===== src/hdl/azc_pkg.sv =====
/*
 Package for the auto-zero offset trim controller: port addresses, control word,
 switch codes and timing counts shared by the controller and its port sequencer.
 Assumes a peripheral port bank reached by an 8-bit address, 8-bit data bus with
 read and write strobes, and a converter whose done line is active low.
*/
// Behaviour
// RL1 - Converter returns all zeros when the negative input is at or above the positive.
// RL2 - Clear the trial bit when the result reads zero, keep it when nonzero.
// RL3 - Run exactly eight approximation steps, then hold the final trim code.
// RL4 - Zero switch closed while zeroing; afterwards it opens and signal switch closes.
// RL5 - Invert data read from the converter and data written to trim and switches.
// RL6 - Result read at E4, trim written at E5, switches written at E6.
// RL7 - Port configuration goes through the control word location at E7.
// RL8 - Basic mode 0: result port input, trim and switch ports outputs.
// RL9 - On completion acknowledge the processor branches to the handler at 3C3D.
// RL10 - A one on a trim bit raises the trim node, pushing the output negative.
// RL11 - Trim port acts as the approximation register driving a binary resistor DAC.
// RL12 - Per measurement: start conversion, wait for completion, then read the result.
// RL13 - Trial bits go from the top bit down, each set before its conversion starts.
// RL14 - Before searching, set switches to zeroing state and clear the trim code.
package azc_pkg;
    localparam logic [7:0]  ADDR_RESULT  = 8'hE4;
    localparam logic [7:0]  ADDR_TRIM    = 8'hE5;
    localparam logic [7:0]  ADDR_SWITCH  = 8'hE6;
    localparam logic [7:0]  ADDR_CTRL    = 8'hE7;
    // Mode set flag, mode 0, port A in, ports B and C out.
    localparam logic [7:0]  CTRL_WORD    = 8'h90;
    localparam logic [15:0] HANDLER_ADDR = 16'h3C3D;
    // Switch field: bit 0 zero switch, bit 1 signal switch.
    localparam logic [1:0]  SW_ZEROING   = 2'h1;
    localparam logic [1:0]  SW_SIGNAL    = 2'h2;
    localparam int          TRIM_BITS    = 8;
    // Strobe width of 100 ns at 20 ns period, rounded up.
    localparam int          STROBE_NS    = 100;
    localparam int          CLK_NS       = 20;
    localparam int          STROBE_CYC   = (STROBE_NS + CLK_NS - 1) / CLK_NS;
    localparam int          SYNC_STAGES  = 3;
endpackage


===== src/hdl/azc_port_access.sv =====
/*
 Single port cycle engine: drives one strobed read or write on the peripheral
 port bus and returns the read byte. Assumes the bus data pins are two-way and
 resolved by the surrounding board logic from the output enable.
*/
`timescale 1ns/1ps
module azc_port_access (
    // Clock and reset.
    input  wire logic       mclk_i,
    input  wire logic       rst_n_i,
    // Request side.
    input  wire logic       req_i,
    input  wire logic       wr_i,
    input  wire logic [7:0] addr_i,
    input  wire logic [7:0] wdata_i,
    output logic            done_o,
    output logic [7:0]      rdata_o,
    // Port bus side.
    output logic [7:0]      bus_addr_o,
    output logic [7:0]      bus_d_o,
    output logic            bus_d_oe_o,
    input  wire logic [7:0] bus_d_i,
    output logic            bus_rd_n_o,
    output logic            bus_wr_n_o
);
    logic [3:0] cnt;
    logic [3:0] next_cnt;
    logic       busy;
    logic       next_busy;
    logic       wr;
    logic       next_wr;
    logic [7:0] addr;
    logic [7:0] next_addr;
    logic [7:0] wdata;
    logic [7:0] next_wdata;
    logic [7:0] rdata;
    logic [7:0] next_rdata;
    logic       done;
    logic       next_done;

    // Hold the strobe for the strobe count; read data is caught at its last cycle.
    always_comb begin
        next_cnt   = cnt;
        next_busy  = busy;
        next_wr    = wr;
        next_addr  = addr;
        next_wdata = wdata;
        next_rdata = rdata;
        next_done  = 1'b0;
        if (!busy && req_i) begin
            next_busy  = 1'b1;
            next_wr    = wr_i;
            next_addr  = addr_i;
            next_wdata = wdata_i;
            next_cnt   = 4'(azc_pkg::STROBE_CYC - 1);
        end else if (busy) begin
            if (cnt == 4'h0) begin
                next_busy = 1'b0;
                next_done = 1'b1;
                if (!wr) begin
                    next_rdata = bus_d_i;
                end
            end else begin
                next_cnt = cnt - 4'h1;
            end
        end
    end

    always_ff @(posedge mclk_i) begin
        if (!rst_n_i) begin
            cnt   <= 4'h0;
            busy  <= 1'b0;
            wr    <= 1'b0;
            addr  <= 8'h00;
            wdata <= 8'h00;
            rdata <= 8'h00;
            done  <= 1'b0;
        end else begin
            cnt   <= next_cnt;
            busy  <= next_busy;
            wr    <= next_wr;
            addr  <= next_addr;
            wdata <= next_wdata;
            rdata <= next_rdata;
            done  <= next_done;
        end
    end

    // Bus pins follow the held request while a cycle runs.
    assign bus_addr_o = addr;
    assign bus_d_o    = wdata;
    assign bus_d_oe_o = busy & wr;
    assign bus_rd_n_o = ~(busy & ~wr);
    assign bus_wr_n_o = ~(busy & wr);
    assign done_o     = done;
    assign rdata_o    = rdata;
endmodule


===== src/hdl/azc_ctrl.sv =====
/*
 Auto-zero offset trim controller. Configures the port bank, closes the zero
 switch, runs an eight-step successive approximation on the trim code using the
 converter result, then switches to the signal path. Assumes inverting buffers on
 every port path and a converter whose completion line is active low.
*/
`timescale 1ns/1ps
module azc_ctrl #(
    parameter int TRIM_W = azc_pkg::TRIM_BITS
) (
    // Clock and reset.
    input  wire logic              mclk_i,
    input  wire logic              rst_n_i,
    // User side.
    input  wire logic              start_i,
    output logic                   busy_o,
    output logic                   zeroed_o,
    output logic [TRIM_W-1:0]      trim_o,
    output logic [7:0]             last_result_o,
    output logic [15:0]            handler_addr_o,
    // Converter control.
    output logic                   conv_start_o,
    input  wire logic              conv_done_n_i,
    // Port bus.
    output logic [7:0]             bus_addr_o,
    output logic [7:0]             bus_d_o,
    output logic                   bus_d_oe_o,
    input  wire logic [7:0]        bus_d_i,
    output logic                   bus_rd_n_o,
    output logic                   bus_wr_n_o
);
    typedef enum {
        ST_IDLE, ST_CFG, ST_SW_ZERO, ST_TRIM_CLR, ST_SET_BIT, ST_CONV,
        ST_WAIT, ST_READ, ST_DECIDE, ST_SW_SIG
    } azc_state_e;

    azc_state_e         state;
    azc_state_e         next_state;
    logic [TRIM_W-1:0]  trim;
    logic [TRIM_W-1:0]  next_trim;
    logic [TRIM_W-1:0]  bit_mask;
    logic [TRIM_W-1:0]  next_bit_mask;
    logic [7:0]         result;
    logic [7:0]         next_result;
    logic               zeroed;
    logic               next_zeroed;
    logic               req;
    logic               wr;
    logic [7:0]         addr;
    logic [7:0]         wdata;
    logic               acc_done;
    logic [7:0]         acc_rdata;
    logic [2:0]         sync;
    logic               done_seen;

    // Every port path passes inverting buffers on the board.
    function automatic logic [7:0] inv8(input logic [7:0] v);
        return ~v;
    endfunction

    // Converter done pin: three flops, a change counts when stages two and three agree.
    always_ff @(posedge mclk_i) begin
        if (!rst_n_i) begin
            sync <= 3'h7;
        end else begin
            sync <= {sync[1:0], conv_done_n_i};
        end
    end
    assign done_seen = ~sync[1] & ~sync[2];

    // Sequencer: each port state issues one port cycle and waits for it to finish; ST_SW_SIG issues two.
    always_comb begin
        next_state    = state;
        next_trim     = trim;
        next_bit_mask = bit_mask;
        next_result   = result;
        next_zeroed   = zeroed;
        req           = 1'b0;
        wr            = 1'b1;
        addr          = azc_pkg::ADDR_CTRL;
        wdata         = 8'h00;
        case (state)
            ST_IDLE: begin
                if (start_i) begin
                    next_zeroed = 1'b0;
                    next_state  = ST_CFG;
                end
            end
            ST_CFG: begin
                req   = 1'b1;
                wdata = inv8(azc_pkg::CTRL_WORD); // see RL7 see RL8 see RL5
                if (acc_done) begin
                    next_state = ST_SW_ZERO;
                end
            end
            ST_SW_ZERO: begin
                req   = 1'b1;
                addr  = azc_pkg::ADDR_SWITCH; // see RL6
                wdata = inv8({6'h00, azc_pkg::SW_ZEROING}); // see RL4 see RL14
                if (acc_done) begin
                    next_trim  = '0; // see RL14
                    next_state = ST_TRIM_CLR;
                end
            end
            ST_TRIM_CLR: begin
                req   = 1'b1;
                addr  = azc_pkg::ADDR_TRIM;
                wdata = inv8(8'(trim));
                if (acc_done) begin
                    next_bit_mask = TRIM_W'(1) << (TRIM_W - 1); // see RL13
                    next_state    = ST_SET_BIT;
                end
            end
            ST_SET_BIT: begin
                // Set the trial bit before its conversion; a one raises the trim node.
                req   = 1'b1;
                addr  = azc_pkg::ADDR_TRIM;
                wdata = inv8(8'(trim | bit_mask)); // see RL13 see RL10 see RL11
                if (acc_done) begin
                    next_trim  = trim | bit_mask;
                    next_state = ST_CONV;
                end
            end
            ST_CONV: begin
                next_state = ST_WAIT; // see RL12
            end
            ST_WAIT: begin
                if (done_seen) begin
                    next_state = ST_READ; // see RL12
                end
            end
            ST_READ: begin
                req  = 1'b1;
                wr   = 1'b0;
                addr = azc_pkg::ADDR_RESULT;
                if (acc_done) begin
                    next_result = inv8(acc_rdata); // see RL5
                    next_state  = ST_DECIDE;
                end
            end
            ST_DECIDE: begin
                // A zero result means the output sits negative, since the converter clamps there.
                if (result == 8'h00) begin
                    next_trim = trim & ~bit_mask; // see RL2
                end
                next_bit_mask = bit_mask >> 1;
                if (bit_mask[0]) begin
                    next_state = ST_SW_SIG; // see RL3
                end else begin
                    next_state = ST_SET_BIT;
                end
            end
            ST_SW_SIG: begin
                // Final code goes out first, then the switches swap.
                req   = 1'b1;
                addr  = azc_pkg::ADDR_TRIM;
                wdata = inv8(8'(trim));
                if (zeroed) begin
                    addr  = azc_pkg::ADDR_SWITCH;
                    wdata = inv8({6'h00, azc_pkg::SW_SIGNAL}); // see RL4
                end
                if (acc_done) begin
                    next_zeroed = 1'b1;
                    if (zeroed) begin
                        next_state = ST_IDLE;
                    end
                end
            end
            default: begin
                next_state = ST_IDLE;
            end
        endcase
    end

    always_ff @(posedge mclk_i) begin
        if (!rst_n_i) begin
            state    <= ST_IDLE;
            trim     <= '0;
            bit_mask <= '0;
            result   <= 8'h00;
            zeroed   <= 1'b0;
        end else begin
            state    <= next_state;
            trim     <= next_trim;
            bit_mask <= next_bit_mask;
            result   <= next_result;
            zeroed   <= next_zeroed;
        end
    end

    // The sequencer drops its request one cycle after done, so req is masked while acc_done is high.
    azc_port_access u_port (
        .mclk_i     (mclk_i),
        .rst_n_i    (rst_n_i),
        .req_i      (req & ~acc_done),
        .wr_i       (wr),
        .addr_i     (addr),
        .wdata_i    (wdata),
        .done_o     (acc_done),
        .rdata_o    (acc_rdata),
        .bus_addr_o (bus_addr_o),
        .bus_d_o    (bus_d_o),
        .bus_d_oe_o (bus_d_oe_o),
        .bus_d_i    (bus_d_i),
        .bus_rd_n_o (bus_rd_n_o),
        .bus_wr_n_o (bus_wr_n_o)
    );

    // User outputs; zeroed holds once the signal switch has closed.
    assign busy_o         = (state != ST_IDLE);
    assign zeroed_o       = zeroed & (state == ST_IDLE);
    assign trim_o         = trim;
    assign last_result_o  = result;
    assign handler_addr_o = azc_pkg::HANDLER_ADDR; // see RL9
    assign conv_start_o   = (state == ST_CONV);

    // Exactly eight decide steps between the trim clear and the signal switch.
    logic [3:0] steps;
    logic [3:0] next_steps;
    always_comb begin
        next_steps = steps;
        if (state == ST_TRIM_CLR) begin
            next_steps = 4'h0;
        end else if (state == ST_DECIDE) begin
            next_steps = steps + 4'h1;
        end
    end

    always_ff @(posedge mclk_i) begin
        if (!rst_n_i) begin
            steps <= 4'h0;
        end else begin
            steps <= next_steps;
        end
    end
endmodule


===== config.mk =====
export PLATFORM = sky130hd
export DESIGN_NAME = azc_ctrl
export DESIGN_NICKNAME = d
export VERILOG_FILES = /design/src/hdl/azc_pkg.sv /design/src/hdl/azc_port_access.sv /design/src/hdl/azc_ctrl.sv
export SDC_FILE = /design/constraint.sdc
export NUM_CORES = 1
export LEC_CHECK = 0
export BUFFER_PORTS_ARGS = -buffer_cell sky130_fd_sc_hd__buf_2
export CAP_MARGIN = 20
export CELL_PAD_IN_SITES_DETAIL_PLACEMENT = 0
export CELL_PAD_IN_SITES_GLOBAL_PLACEMENT = 1
export CORE_MARGIN = 5
export CORE_UTILIZATION = 41
export CTS_CLUSTER_DIAMETER = 60
export DETAILED_ROUTE_END_ITERATION = 6
export PLACE_DENSITY = 0.88
export SYNTH_ARGS = -nofsm -noshare
export SYNTH_HDL_FRONTEND = slang
export SYNTH_SLANG_ARGS = --single-unit

===== constraint.sdc =====
create_clock -name mclk_i -period 2 [get_ports mclk_i]
set_clock_uncertainty 0.1 [all_clocks]
set_input_delay 0.3 -clock mclk_i [delete_from_list [all_inputs] [get_ports mclk_i]]
set_output_delay 0.3 -clock mclk_i [all_outputs]
set_load 0.02 [all_outputs]

==> results.json <==
{
  "dr.first_iter.drc_count": 251,
  "period_minus_slack_ns": 1.899,
  "r2r_cells": 5,
  "final_antenna_net_count": 0,
  "syn_area_sq_mm": 0.003212,
  "rows": 32,
  "grt_pass1_vias": 2556,
  "cts_tree": "built",
  "grt_pass1_wl_mm": 12.95,
  "slowest_delay_ns": 0.64,
  "post_synth_mux_area_share": 0.03740,
  "place_ws_ns": 0.02842,
  "die_w_um": 98.51,
  "grt_antenna_before_repair": 0,
  "insertedDiodeCount": 0,
  "synth_top_area_cell": "dfxtp_1",
  "synth_top_family_by_area": "compound AO/OA/AOI/OAI gates",
  "p_leak_nw": 1.521,
  "hold_end": "sync[0]",
  "synthTopCellsByCount": "dfxtp_1, a21oi_1, o21ai_0",
  "critPathTopFamily": "simple AND/OR/NAND/NOR gates",
  "syn_inst": 377,
  "worstHoldStart": "conv_done_n_i",
  "cts.path.max_buffers": 2,
  "synth_cell_types": 65,
  "ys_warn_count": 0,
  "initial_core_util": 0.4178,
  "ys_seq_area_frac": 0.3615,
  "status": "complete, but fails checks",
  "ioPinCount": 66,
  "ctsHoldBuffers": 0,
  "synth_xor_area_frac": 0.01363,
  "setup_violations": 0,
  "synth.most_common_cell": "dfxtp_1",
  "coreArea_sq_mm": 0.007687,
  "r2r_start": "state[0]",
  "cts_htree_levels": 3,
  "holdPathStages": 2,
  "synth_fa_ha_area_frac": 0.003896,
  "multi_input_area_sq_mm": 0.001732,
  "startpoint_type": "flop",
  "area_growth_pct": 15.70,
  "die_h_um": 98.51,
  "ys.flop_type": "dfxtp_1",
  "dr_total_vias": 2856,
  "fillCellCount": 772,
  "avgSynthCellArea_sq_um": 8.519,
  "crit_type": "reg -> reg",
  "dp_cells": 511,
  "crit_chain": "buf_12 > or4b_4 > o21ai_0 > a21oi_1 > a211oi_1",
  "slowest_stage": "or4b_4",
  "setup_slack_ns": 0.1014,
  "crit_required_ns": 2.16,
  "regToRegSetupSlack_ns": 0.10,
  "cts_root_buf": "clkbuf_8",
  "crit_fanout": 30,
  "synth_simple_gate_area_frac": 0.2217,
  "path_clk_slew_ns": 0.07,
  "hold_viol_final": 0,
  "critPathCaptureType": "flop",
  "yosys-top-cells-area": "dfxtp_1, buf_4, a21oi_1",
  "max_freq_ghz": 0.5267,
  "io_buffers": 47,
  "wl_per_cell_um": 15.12,
  "r2r-end": "trim_o[1]",
  "synth-seq-cells": 58,
  "post-dp-hpwl_mm": 5.723,
  "vias_per_cell": 5.419,
  "whs_ns": 0.05521,
  "peakVddDrop_v": 0.0004529,
  "finalWeightedCongestion": 0.8262,
  "power.density_mw_per_mm2": 1162,
  "path_buf_inv": 1,
  "drt-pass1-iter-count": 7,
  "synth-async-reset-ratio": 0,
  "fin_setup_tns_ns": 0,
  "timing.final.crit_share": 0.9493,
  "synth-edff-count": 0,
  "route.detailed.drc": 1,
  "fin_cells": 527,
  "drive_above_1_share": 0.2753,
  "final_nets": 433,
  "numCtsBuffers": 9,
  "slew_violations": 0,
  "track_usage": 0.1639,
  "p_total_w": 0.004318,
  "hp-class": "in -> reg",
  "maxCapViolCount": 0,
  "wl_mm": 7.968,
  "arrival_ns": 2.05,
  "fp.dieArea_sq_mm": 0.009704,
  "synth_compound_area_frac": 0.2341,
  "synth_top_area_frac": 0.3615,
  "rsz0062_at_grt": "false",
  "violations": "DRC",
  "cts.sink_count": 58,
  "register_area_sq_mm": 0.001167,
  "clock_latency_ns": 0.34,
  "grt_max_degree": 31,
  "grt_overflow": 0
}
metal layers:
metal  share of wire  global-route usage  wire (um)  up-vias
met5               0                   0          0        -
met4           0.018             0.05462        140        0
met3           0.066             0.04529        527       15
met2            0.47              0.2543       3740       90
met1            0.45              0.2200       3559     1346
li1                -                   -          -     1405
logic make-up after synthesis:
family / after synthesis
and+or+nand+nor: 118
AOI/OAI and AO/OA: 113
buffers and inverters: 68
DFF: 58
muxes: 12
xor gates and xnor gates: 5
other: 2
adders and majority gates: 1
placed cells by master, fill, tap and decap left out, types with 4 or more instances in the layout:
cell type,count
inv_1,14
o21a_1,4
o21ai_0,26
a211oi_2,5
clkbuf_8,9
nand3_1,12
conb_1,18
nand2_1,17
a211oi_1,10
nor3_1,15
nor4b_1,4
dfxtp_1,55
a21oi_1,32
a22o_1,7
nand2b_1,8
mux2i_1,12
buf_2,47
o21ai_2,4
nor2_1,22
nor3b_1,4
buf_4,18
cell type report:
class,count,share of cell area
flip-flops and latches,58,0.3141
repair buffers,68,0.1158
clock buffers,10,0.03434
multi-input cells,267,0.4660
well taps,102,0.03434
clock inverters,6,0.01818
inverters,16,0.01717
report_power, final:
| part | internal [W] | switching, W |
|---|---|---|
| combinational | 0.000746 | 0.00102 |
| clock | 0.000577 | 0.000509 |
| sequential | 0.00131 | 0.000157 |
timing repair:
item	4_1_cts	5_1_grt
endpoints found under the setup margin	2	16
pin swaps	0	1
buffers inserted	0	0
hold endpoints to repair	0	0
gates resized for setup	2	11
worst max path at each step:
| stage | cells past startpoint | slack, ns | startpoint | to |
|---|---|---|---|---|
| 2_1_floorplan | 7 | 0.33 | state[0] | trim_o[4] |
| 3_3_place_gp | 5 | 0.14 | state[2] | u_port.bus_d_o[1] |
| 3_5_place_dp | 4 | 0.03 | state[2] | u_port.bus_d_o[7] |
| 4_1_cts | 5 | 0.02 | state[3] | conv_start_o |
| 5_1_grt | 4 | 0.02 | state[3] | zeroed_o |
| 6_report | 5 | 0.10 | state[0] | trim_o[1] |
state kept, by name (all words and copies together), names as in the netlist:
signal,count
bit_mask,8
last_result_o,8
state,4
sync,3
trim_o,8
u_port.bus_addr_o,3
u_port.bus_d_o,8
u_port.busy,1
u_port.cnt,4
u_port.done_o,1
u_port.rdata_o,8
u_port.wr,1
zeroed,1
through the flow:
stage	cell area [sq um]	util
2_1_floorplan	3272	-
3_3_place_gp	3487	0.4536
3_5_place_dp	3487	0.4536
4_1_cts	3685	0.4793
5_1_grt	3716	0.4834
6_report	3716	0.4834
(Power assumes the default switching activity.)
